File: src/logic/sdl_defines.svh
`ifndef SDL_DEFINES_SVH
`define SDL_DEFINES_SVH

// Word and chain geometry
`define SDL_WORD_BITS        12
`define SDL_BUS_BIT          7
`define SDL_HI_NIBBLE_BITS   4
// Calibration codes
`define SDL_CODE_BIPOLAR_ZERO 12'h800
`define SDL_CODE_FULL_SCALE   12'hFFF
`define SDL_CODE_ZERO         12'h000
// Strobe timing: high time and low time of the shift strobe; the load strobe low pulse reuses the high time
`define SDL_STROBE_HIGH_NS   40
`define SDL_STROBE_LOW_NS    40
`define SDL_CLK_PERIOD_NS    8
`define SDL_STROBE_HIGH_CYC  ((`SDL_STROBE_HIGH_NS + `SDL_CLK_PERIOD_NS - 1) / `SDL_CLK_PERIOD_NS)
`define SDL_STROBE_LOW_CYC   ((`SDL_STROBE_LOW_NS + `SDL_CLK_PERIOD_NS - 1) / `SDL_CLK_PERIOD_NS)

`endif

File: src/logic/sdl_pkg.sv
package sdl_pkg;
    // Source format of the word handed in by the user
    typedef enum logic [1:0] {
        SDL_FMT_OFFSET  = 2'h0,
        SDL_FMT_TWOS    = 2'h1,
        SDL_FMT_CAL_MID = 2'h2,
        SDL_FMT_CAL_FS  = 2'h3
    } sdl_fmt_type;

    typedef enum logic [4:0] {
        SDL_IDLE  = 5'h01,
        SDL_SETUP = 5'h02,
        SDL_HIGH  = 5'h04,
        SDL_LOW   = 5'h08,
        SDL_LOAD  = 5'h10
    } sdl_state_type;
endpackage

File: src/logic/sdl_bit_loader.sv
`timescale 1ns/1ps
`include "sdl_defines.svh"

// Notes on behaviour
// - Bipolar codes offset binary; invert two's complement MSB.
// - Bipolar zero calibration loads top bit only.
// - Full scale calibration loads all ones.
// - Chain shares one data, clock, load line.
// - Each emulated write delivers the next bit.
// - Four MSBs first, then eight LSBs.
// - Serial bit taken from bus bit seven.
// - Shift strobe from decoded write and phase.
// - Separate load write copies input register.
// - Dedicated serial pin may replace bus bit.
// - Second strobe from address and write strobe.
// - Word right-justified in sixteen-bit pair.
// - Sixteen-bit bus shifts one bit per write.
module sdl_bit_loader
    import sdl_pkg::*;
#(
    parameter int CHAIN_LEN = 1,
    parameter int WORD_BITS = `SDL_WORD_BITS
) (
    // Clock and reset
    input  wire logic                    clk_in,
    input  wire logic                    rst_n_in,
    // User side: one word per device, device 0 is the far end of the chain
    input  wire logic                    start_in,
    input  wire logic [CHAIN_LEN*16-1:0] words_in,
    input  wire sdl_pkg::sdl_fmt_type    fmt_in,
    input  wire logic                    zero_req_in,
    output logic                         busy_out,
    output logic                         done_out,
    // Converter chain pins
    output logic [7:0]                   bus_data_out,
    output logic                         fourth_shift_strobe_out,
    output logic                         load_strobe_a_n_out,
    output logic                         converter_register_zeroing_n_out
);
    import sdl_pkg::*;

    localparam int TOTAL = CHAIN_LEN * WORD_BITS;
    localparam int CW    = $clog2(TOTAL + 1);
    localparam int TW    = 8;

    // Refuse geometries the sequencer cannot serve
    if (CHAIN_LEN < 1) begin : g_chain_check
        $error("sdl_bit_loader: CHAIN_LEN must be at least 1");
    end
    if (WORD_BITS != `SDL_WORD_BITS) begin : g_word_check
        $error("sdl_bit_loader: word must be twelve bits");
    end

    typedef struct packed {
        sdl_state_type            st;
        logic [TOTAL-1:0]         shreg;
        logic [CW-1:0]            left;
        logic [7:0]               bus;
        logic                     stb;
        logic                     ld_n;
        logic                     clr_n;
        logic                     busy;
        logic                     done;
    } sdl_ctl_type;

    sdl_ctl_type st_r;
    sdl_ctl_type st_nxt;
    logic        tmr_start;
    logic [TW-1:0] tmr_count;
    logic        tmr_done;

    // Convert one stored 16-bit location pair to a 12-bit code
    function automatic logic [11:0] sdl_code(input logic [15:0] pair, input sdl_fmt_type f);
        logic [11:0] c;
        c = pair[11:0];
        case (f)
            SDL_FMT_TWOS:    c = {~pair[11], pair[10:0]};
            SDL_FMT_CAL_MID: c = `SDL_CODE_BIPOLAR_ZERO;
            SDL_FMT_CAL_FS:  c = `SDL_CODE_FULL_SCALE;
            default:         c = pair[11:0];
        endcase
        return c;
    endfunction

    sdl_pulse_timer #(
        .WIDTH (TW)
    ) u_timer (
        .clk_in   (clk_in),
        .rst_n_in (rst_n_in),
        .start_in (tmr_start),
        .count_in (tmr_count),
        .done_out (tmr_done)
    );

    // =================================================================
    // Sequencer
    // =================================================================
    always_comb begin
        st_nxt    = st_r;
        st_nxt.done = 1'b0;
        tmr_start = 1'b0;
        tmr_count = TW'(`SDL_STROBE_HIGH_CYC);
        // clear held low while requested, independent of shifting
        st_nxt.clr_n = ~zero_req_in;
        case (st_r.st)
            SDL_IDLE: begin
                if (start_in) begin
                    // each device word sent MSB first, far device first
                    for (int i = 0; i < CHAIN_LEN; i++) begin
                        st_nxt.shreg[TOTAL-1-i*WORD_BITS -: WORD_BITS] =
                            sdl_code(words_in[i*16 +: 16], fmt_in);
                    end
                    // bit on bus bit seven
                    // Data settles a cycle ahead of the strobe edge
                    st_nxt.bus  = {st_nxt.shreg[TOTAL-1], 7'h00};
                    st_nxt.left = CW'(TOTAL);
                    st_nxt.busy = 1'b1;
                    st_nxt.st   = SDL_SETUP;
                end
            end
            SDL_SETUP: begin
                st_nxt.stb = 1'b1;
                tmr_start  = 1'b1;
                st_nxt.st  = SDL_HIGH;
            end
            SDL_HIGH: begin
                if (tmr_done) begin
                    // strobe edge falls when the emulated write ends
                    st_nxt.stb   = 1'b0;
                    st_nxt.shreg = {st_r.shreg[TOTAL-2:0], 1'b0};
                    st_nxt.left  = st_r.left - CW'(1);
                    tmr_start    = 1'b1;
                    tmr_count    = TW'(`SDL_STROBE_LOW_CYC);
                    st_nxt.st    = SDL_LOW;
                end
            end
            SDL_LOW: begin
                if (tmr_done) begin
                    // load only after every chained bit is in
                    if (st_r.left == '0) begin
                        st_nxt.ld_n = 1'b0;
                        tmr_start   = 1'b1;
                        st_nxt.st   = SDL_LOAD;
                    end else begin
                        st_nxt.bus = {st_r.shreg[TOTAL-1], 7'h00};
                        st_nxt.st  = SDL_SETUP;
                    end
                end
            end
            SDL_LOAD: begin
                if (tmr_done) begin
                    st_nxt.ld_n = 1'b1;
                    st_nxt.busy = 1'b0;
                    st_nxt.done = 1'b1;
                    st_nxt.st   = SDL_IDLE;
                end
            end
            default: st_nxt.st = SDL_IDLE;
        endcase
    end

    always_ff @(posedge clk_in or negedge rst_n_in) begin
        if (!rst_n_in) begin
            st_r       <= '0;
            st_r.st    <= SDL_IDLE;
            st_r.ld_n  <= 1'b1;
            st_r.clr_n <= 1'b1;
        end else begin
            st_r <= st_nxt;
        end
    end

    // four shared lines for the whole chain
    assign bus_data_out                     = st_r.bus;
    assign fourth_shift_strobe_out          = st_r.stb;
    assign load_strobe_a_n_out              = st_r.ld_n;
    assign converter_register_zeroing_n_out = st_r.clr_n;
    assign busy_out                         = st_r.busy;
    assign done_out                         = st_r.done;

    // =================================================================
    // Checks
    // =================================================================
    int unsigned fall_cnt;
    always_ff @(posedge clk_in or negedge rst_n_in) begin
        if (!rst_n_in) begin
            fall_cnt <= 0;
        end else if (start_in && st_r.st == SDL_IDLE) begin
            fall_cnt <= 0;
        end else if (st_r.stb && !st_nxt.stb) begin
            fall_cnt <= fall_cnt + 1;
        end
    end

    a_load_after_bits: assert property (@(posedge clk_in) disable iff (!rst_n_in)
        $fell(load_strobe_a_n_out) |-> fall_cnt == TOTAL)
        else $error("load issued before all bits shifted");
    a_load_no_strobe: assert property (@(posedge clk_in) disable iff (!rst_n_in)
        !load_strobe_a_n_out |-> !fourth_shift_strobe_out)
        else $error("load and shift strobe overlap");
    a_bit_on_seven: assert property (@(posedge clk_in) disable iff (!rst_n_in)
        bus_data_out[6:0] == 7'h00)
        else $error("data outside bus bit seven");
    a_bit_stable: assert property (@(posedge clk_in) disable iff (!rst_n_in)
        fourth_shift_strobe_out |-> $stable(bus_data_out))
        else $error("data changed while strobe high");
    a_strobe_width: assert property (@(posedge clk_in) disable iff (!rst_n_in)
        $rose(fourth_shift_strobe_out) |-> fourth_shift_strobe_out [*5])
        else $error("shift strobe too short");
    a_load_ends: assert property (@(posedge clk_in) disable iff (!rst_n_in)
        $fell(load_strobe_a_n_out) |-> ##[5:8] load_strobe_a_n_out ##0 done_out)
        else $error("load pulse did not end with done");
    a_clear_follows: assert property (@(posedge clk_in) disable iff (!rst_n_in)
        zero_req_in |=> !converter_register_zeroing_n_out)
        else $error("clear not driven");
    a_first_msb: assert property (@(posedge clk_in) disable iff (!rst_n_in)
        (start_in && st_r.st == SDL_IDLE && fmt_in == SDL_FMT_CAL_FS) |-> ##3 bus_data_out[7])
        else $error("full scale first bit not one");
    a_mid_code: assert property (@(posedge clk_in) disable iff (!rst_n_in)
        (start_in && st_r.st == SDL_IDLE && fmt_in == SDL_FMT_CAL_MID) |=>
        st_r.shreg[TOTAL-1 -: WORD_BITS] == `SDL_CODE_BIPOLAR_ZERO)
        else $error("midscale code wrong");

    c_transfer: cover property (@(posedge clk_in) disable iff (!rst_n_in) done_out);
    c_clear: cover property (@(posedge clk_in) disable iff (!rst_n_in) $fell(converter_register_zeroing_n_out));
    c_twos: cover property (@(posedge clk_in) disable iff (!rst_n_in)
        start_in && st_r.st == SDL_IDLE && fmt_in == SDL_FMT_TWOS);
endmodule

File: src/logic/sdl_pulse_timer.sv
`timescale 1ns/1ps
`include "sdl_defines.svh"

// Down counter giving a one-cycle done pulse after a loaded count
module sdl_pulse_timer #(
    parameter int WIDTH = 8
) (
    // Clock and reset
    input  wire logic             clk_in,
    input  wire logic             rst_n_in,
    // Control
    input  wire logic             start_in,
    input  wire logic [WIDTH-1:0] count_in,
    output logic                  done_out
);
    typedef struct packed {
        logic [WIDTH-1:0] cnt;
        logic             run;
        logic             done;
    } sdl_tmr_type;

    sdl_tmr_type st_r;
    sdl_tmr_type st_nxt;

    if (WIDTH < 2) begin : g_width_check
        $error("sdl_pulse_timer: WIDTH too small");
    end

    always_comb begin
        st_nxt      = st_r;
        st_nxt.done = 1'b0;
        if (start_in) begin
            st_nxt.cnt = count_in;
            st_nxt.run = 1'b1;
        end else if (st_r.run) begin
            if (st_r.cnt <= WIDTH'(1)) begin
                st_nxt.run  = 1'b0;
                st_nxt.done = 1'b1;
            end else begin
                st_nxt.cnt = st_r.cnt - WIDTH'(1);
            end
        end
    end

    always_ff @(posedge clk_in or negedge rst_n_in) begin
        if (!rst_n_in) begin
            st_r <= '0;
        end else begin
            st_r <= st_nxt;
        end
    end

    assign done_out = st_r.done;

    // A load of five gives done on the sixth edge, the strobe phase length
    a_timer_len: assert property (@(posedge clk_in) disable iff (!rst_n_in)
        (start_in && count_in == WIDTH'(5)) |=> !done_out [*5] ##1 done_out)
        else $error("timer did not finish after six cycles");
endmodule

File: config.mk
export PLATFORM = sky130hd
export DESIGN_NAME = sdl_bit_loader
export DESIGN_NICKNAME = d
export VERILOG_FILES = /design/src/logic/sdl_pkg.sv /design/src/logic/sdl_bit_loader.sv /design/src/logic/sdl_pulse_timer.sv
export VERILOG_INCLUDE_DIRS = /design/src /design/src/logic
export SDC_FILE = /design/constraint.sdc
export NUM_CORES = 1
export LEC_CHECK = 0
export ABC_AREA = 1
export BUFFER_PORTS_ARGS = -buffer_cell sky130_fd_sc_hd__buf_4
export CAP_MARGIN = 5
export CORE_MARGIN = 8
export CORE_UTILIZATION = 45
export DETAILED_ROUTE_END_ITERATION = 6
export GPL_ROUTABILITY_DRIVEN = 0
export PLACE_DENSITY = 0.65
export RECOVER_POWER = 50
export SLEW_MARGIN = 40
export SYNTH_ARGS = -nofsm -noshare
export SYNTH_HDL_FRONTEND = slang
export SYNTH_HIERARCHICAL = 1
export SYNTH_SLANG_ARGS = --single-unit
File: constraint.sdc
create_clock -name clk_in -period 2 [get_ports clk_in]
set_input_delay 0.6 -clock clk_in [delete_from_list [all_inputs] [get_ports clk_in]]
set_output_delay 0.6 -clock clk_in [all_outputs]
set_load 0.03 [all_outputs]
==> impl_metrics.json, run 1 <==
{
  "critPathLaunchType": "register",
  "worstSetupPathType": "register to register",
  "final.period_utilization": 0.936,
  "routed_wl_um": 4960,
  "yosysWarningCount": 6,
  "grtUsageTotal": 0.135,
  "clock-skew-final_ns": 0.00751,
  "synth_cells": 327,
  "place_area_um2": 2710,
  "clock_path_buffers": 2,
  "ant_nets": 0,
  "ys_async_sr_fraction": 1.00,
  "wl_per_cell_um": 11.3,
  "viasPerCell": 4.59,
  "grt_pass1_wl_um": 8410,
  "final_hold_viol_count": 0,
  "cp_max_fo": 6,
  "arrival_ns": 2.05,
  "synth_cell_types": 30,
  "synth_seq_cells": 37,
  "status": "completed",
  "power_density_nw_per_um2": 490,
  "grt_max_degree": 38,
  "grt_pass1_vias": 1886,
  "muxShareOfSynthArea": 0,
  "ys.flop_type": "dfrtp_1",
  "start_util": 0.470,
  "synth_adder_area_share": 0.0207,
  "cts_tree": "built",
  "pwr-share-seq": 0.546,
  "slew_headroom": 0.387,
  "worstPathRequired_ns": 2.18,
  "final_area_um2": 2800,
  "synth_compound_area_frac": 0.0778,
  "via_count": 2017,
  "post_synth_xor_area_fraction": 0.00363,
  "die_area_um2": 7960,
  "avgSynthCellArea_um2": 7.38,
  "power_frac_comb": 0.073,
  "area_growth_pct": 16.1,
  "place_ws_ns": 0.0467,
  "seq_area_frac_synth": 0.385,
  "cap_violations": 0,
  "fill_cells": 527,
  "rows": 26,
  "synth_edf_count": 0,
  "drc": 0,
  "ios": 35,
  "drt_iter0_markers": 87,
  "chipWidth_um": 89.2,
  "p_int_mw": 1.03,
  "switching_share": 0.251,
  "dpl.hpwl_um": 3660,
  "final_cell_count_no_fill": 439,
  "clockPowerShare": 0.380,
  "n_antenna_cell": 0,
  "cts.clk_slew.worst_paths_ns": 0.08,
  "cts_sinks": 37,
  "antenna_found_initial": 0,
  "drt_pass1_iterations": 4,
  "hold_path_class": "input port to async pin",
  "setup_ws_ns": 0.128,
  "clk_latency_ns": 0.29,
  "min_period_ns": 1.87,
  "root_buffer": "clkbuf_8",
  "yosys.area_share.simple": 0.383,
  "cp-end-kind": "register",
  "fmax_mhz": 534,
  "postCtsSetupBuffers": 0,
  "max-vdd-ir-drop_v": 0.000407,
  "placed_cells": 431,
  "synth_top_family_by_area": "simple AND/OR/NAND/NOR gates",
  "cts-buffers-inserted": 5,
  "io_buffers": 23,
  "p_leak_nw": 1.56,
  "report.final.slew_viol_count": 0,
  "fin_nets": 394,
  "die_h_um": 89.2,
  "synth_area_um2": 2410,
  "tightest_slew_ns": 0.919,
  "core-area_um2": 5140,
  "power_switching_uw": 344,
  "grt_remaining_overflow": 0,
  "finalSetupViolations": 0,
  "h-tree-depth": 2,
  "drive_above_1_share": 0.228
}
worst max-delay path: stages, from the launching register on:
cell and delay [ns]:
dfrtp_1 0.37, inv_1 0.08, ha_1 0.19, nand2_1 0.09, nor2_1 0.07, nand2_1 0.11, nand3_4 0.13, inv_4 0.10
nand2_4 0.06, nor2_4 0.10, nand2_4 0.08, nand2_4 0.09, inv_4 0.06, buf_12 0.13, nand2_2 0.05, o21ai_2 0.05
final cells by class:
cell class                 count  area, um^2  share of cell area
sequential                    37         930               0.332
clock buffer                   6        72.6              0.0259
timing repair buffer          38         295               0.105
tap                           70        87.6              0.0313
inverter                      43         166              0.0594
multi-input combinational    243        1240               0.443
clock inverter                 2        10.0             0.00357
cell usage after synthesis (2+ instances only):
library cell	count	area share
a21oi_1	3	0.0062
buf_2	2	0.0041
buf_4	9	0.028
buf_6	3	0.014
clkbuf_1	2	0.0031
conb_1	2	0.0031
dfrtp_1	34	0.35
dfstp_2	3	0.033
ha_1	4	0.021
inv_1	37	0.058
inv_2	4	0.0062
inv_4	2	0.0052
nand2_1	110	0.17
nand2_2	7	0.018
nand2_4	5	0.023
nand3_1	23	0.048
nand3_2	2	0.0083
nand4_1	8	0.021
nand4_4	2	0.018
nor2_1	24	0.037
nor2_2	3	0.0078
nor2_4	6	0.028
o21ai_0	23	0.048
o21ai_2	3	0.011
what timing repair did:
action,4_1_cts,5_1_grt
resized for setup,0,2
endpoints found under the setup margin,0,7
hold buffers,0,0
cell usage in the layout, fill, tap and decap left out, drive strengths merged:
cell,count
nand3b,1
dfstp,3
o21ai,26
buf,36
xor2,1
ha,4
nand2,122
clkinv,2
nand3,25
a21boi,1
o31ai,1
nand4,10
dfrtp,34
a21oi,4
inv,43
conb,15
clkbuf,8
nor2,33
path summary, 6_finish.rpt:
check	end	slack (ns)	depth (start not counted)	start
worst min-delay path	fourth_shift_strobe_out	0.43	1	rst_n_in
worst max register to register	u_timer/st_r[2]	0.13	15	st_r[13]
max in group asynchronous	bus_data_out[7]	0.99	1	rst_n_in
min in group clk_in	converter_register_zeroing_n_out	0.43	2	zero_req_in
worst max-delay path	u_timer/st_r[2]	0.13	15	st_r[13]
worst min register to register	load_strobe_a_n_out	0.47	2	load_strobe_a_n_out
stage by stage:
stage / TNS (ns) / power (mW) / util / hold WS (ns)
6_report: 0 / 1.37 / 0.545 / 0.426
5_1_grt: -0.0219 / 1.44 / 0.545 / 0.412
4_1_cts: 0 / 1.40 / 0.543 / 0.272
3_5_place_dp: 0 / 0.867 / 0.527 / 0.464
3_3_place_gp: 0 / 0.867 / 0.527 / 0.458
2_1_floorplan: 0 / 0.830 / - / 0.304
metal layers:
metal	share of wire	vias to the layer above	track usage
met2	0.49	35	0.217
li1	-	1078	-
met3	0.044	7	0.0386
met4	0.015	0	0.0498
met1	0.46	897	0.167
met5	0	-	0
power by group through the flow:
stage                     Combinational (mW)  Sequential [mW]  Clock (mW)
after floorplan                       0.0629            0.767           0
after global placement                 0.102            0.764           0
after detailed placement               0.103            0.764           0
after CTS                              0.103            0.750       0.548
after global routing                   0.115            0.750       0.576
final                                  0.100            0.750       0.522
kinds of logic after synthesis:
| kind of cell | after synthesis |
|---|---|
| AO/OA/AOI/OAI | 32 |
| flip-flops | 37 |
| other | 2 |
| XOR/XNOR | 1 |
| adder cells (fa/ha/maj) | 4 |
| buffers and inverters | 60 |
| AND/OR/NAND/NOR | 191 |
flip-flops by register name, indices dropped and copies added (netlist names):
signal                            count
fourth_shift_strobe_out               1
converter_register_zeroing_n_out      1
load_strobe_a_n_out                   1
u_timer/done_out                      1
done_out                              1
bus_data_out                          1
st_r                                 21
busy_out                              1
u_timer/st_r                          9
No activity file was read; power rests on OpenSTA's default activity.
==> inputs of run 2 (changes only) <==
Settings changed: CORE_UTILIZATION 45 to 25, CTS_BUF_LIST set to sky130_fd_sc_hd__clkbuf_8, PLACE_DENSITY 0.65 to 0.41.
==> run 2 against run 1 <==
- first-iteration DRC count shrank 4.6%
- worst setup slack gained 0.057 ns
- flip-flop and latch count is the same
- worst hold slack gained 0.00050 ns
- critical path type unchanged
- largest cell class unchanged
- global-route usage shrank 4.2 points
- clock-buffer cell count is the same
- design area grew 3.1%
- combinational power is essentially flat
- sequential power is essentially flat
- core utilization shrank 24 points
- final cell count grew 15%
==> impl_metrics.json, run 2 (synthesis results as in run 1) <==
{
  "grt_remaining_overflow": 0,
  "rsz0062_at_grt": "false",
  "worstSetupPathType": "register to register",
  "final.period_utilization": 0.907,
  "power_density_nw_per_um2": 485,
  "clock-skew-final_ns": 0.00888,
  "grt_pass1_wl_um": 9860,
  "cp-end-kind": "register",
  "max-vdd-ir-drop_v": 0.000288,
  "ant_nets": 0,
  "slowest_stage": "dfrtp_1",
  "utilization": 0.302,
  "regMostFlops": "st_r",
  "cts_hold_buf": 0,
  "clk_latency_ns": 0.29,
  "arrival_ns": 2.00,
  "finalSetupTns_ns": 0,
  "antenna_found_initial": 0,
  "final_common_cell": "nand2_1",
  "slew_headroom": 0.353,
  "cts-buffers-inserted": 5,
  "rows": 36,
  "path_cells": "inv_1 > ha_1 > nand2_1 > nor2_1 > nand2_1 > nand3_2 > inv_4 > nand2_4 > nor2_4 > nand2_4 > nand2_4 > inv_4 > buf_12 > nand2_2 > o21ai_2",
  "cts_sinks": 37,
  "cp_max_fo": 8,
  "chipWidth_um": 114,
  "grt_max_degree": 38,
  "tightest_slew_ns": 0.971,
  "ios": 35,
  "grt_pass1_vias": 2066,
  "rr_worst_depth": 15,
  "fmax_mhz": 551,
  "root_buffer": "clkbuf_8",
  "status": "completed",
  "n_antenna_cell": 0,
  "grtUsageTotal": 0.0929,
  "die_h_um": 114,
  "cts.clk_slew.worst_paths_ns": 0.08,
  "final_cell_mix": "nand2_1, inv_1, buf_4",
  "area_growth_pct": 19.6,
  "path_buf_inv": 4,
  "largest_reg_flops": 21,
  "fin_nets": 395,
  "reg_top3": "st_r: 21 flops, u_timer/st_r: 9 flops",
  "hold_path_class": "input port to register",
  "critPathLaunchType": "register",
  "min_period_ns": 1.81,
  "finalSetupViolations": 0,
  "cp_slowest_stage_delay_ns": 0.37,
  "viasPerCell": 4.08,
  "p_leak_nw": 1.58,
  "core-area_um2": 9550,
  "holdPathStages": 2,
  "start_util": 0.253,
  "io_buffers": 23,
  "worstPathRequired_ns": 2.18,
  "via_count": 2053,
  "path_depth": 15,
  "clock_path_buffers": 2,
  "drive_above_1_share": 0.227,
  "cp_top_family": "simple AND/OR/NAND/NOR gates",
  "cts_tree": "built",
  "worst_path_most_repeated_cell": "nand2_4",
  "dpl.hpwl_um": 4100,
  "wl_per_cell_um": 11.0,
  "drt_iter0_markers": 83,
  "drt_pass1_iterations": 4,
  "cap_violations": 0,
  "drc": 0,
  "die_area_um2": 13100,
  "final_hold_viol_count": 0,
  "routed_wl_um": 5560,
  "report.final.slew_viol_count": 0,
  "h-tree-depth": 2
}
==> run 2: changes by cell type in the layout (fill, tap and decap cells not counted), sizes merged <==
cell / change
clkinv: -2
inv: +2
buf: +1
==> run 2: layout make-up <==
class / count / area (um^2)
Fill cell: 1087 / 6660
Clock inverter: 2 / 7.51
Sequential cell: 37 / 930
Inverter: 43 / 166
Clock buffer: 6 / 82.6
Multi-Input combinational cell: 243 / 1230
Tap cell: 133 / 166
Timing Repair Buffer: 39 / 303
==> run 2: per-stage QoR <==
| step | power (mW) | hold slack, ns | cell area, um^2 | setup WS (ns) | cells |
|---|---|---|---|---|---|
| detailed placement | 0.869 | 0.463 | 2800 | 0.0896 | 495 |
| floorplan | 0.830 | 0.304 | 2460 | 0.179 | 340 |
| CTS | 1.43 | 0.291 | 2890 | 0.0786 | 503 |
| global route | 1.48 | 0.417 | 2890 | 0.00217 | 503 |
| finish | 1.40 | 0.427 | 2890 | 0.185 | 503 |
| global placement | 0.870 | 0.464 | 2800 | 0.102 | 495 |
==> run 2: worst reg2reg max path, delay by kind of cell (launching register included) <==
family,cells,cell delay (ns)
AO/OA/AOI/OAI,1,0.05
adder cells (fa/ha/maj),1,0.19
buffers and inverters,4,0.40
flip-flops,1,0.37
AND/OR/NAND/NOR,9,0.71
==> run 2: layer usage <==
metal / share of wire / vias to the layer above / track usage / routed length [um]
met1: 0.49 / 940 / 0.116 / 2740
li1: - / 1083 / - / -
met2: 0.44 / 25 / 0.150 / 2470
met3: 0.049 / 5 / 0.0264 / 272
met4: 0.013 / 0 / 0.0293 / 70
met5: 0 / - / 0 / 0
==> run 2: path summary, 6_finish.rpt <==
check / end / slack (ns) / from
max: u_timer/st_r[2] / 0.19 / st_r[13]
min reg2reg: load_strobe_a_n_out / 0.47 / load_strobe_a_n_out
min: converter_register_zeroing_n_out / 0.43 / zero_req_in
max in group asynchronous: u_timer/done_out / 0.95 / rst_n_in
min in group asynchronous: st_r[17] / 0.46 / rst_n_in
max reg2reg: u_timer/st_r[2] / 0.19 / st_r[13]
==> run 2: repair_timing <==
action / CTS / global route
hold endpoints to repair: 0 / 0
endpoints found under the setup margin: 0 / 6
resized for setup: 0 / 1
setup buffers: 0 / 0
==> run 2: report_power, final <==
group	total (mW)	switching, mW	internal, mW
sequential	0.750	0.000250	0.750
combinational	0.102	0.0656	0.0365
clock	0.548	0.277	0.271
total	1.40	0.343	1.06
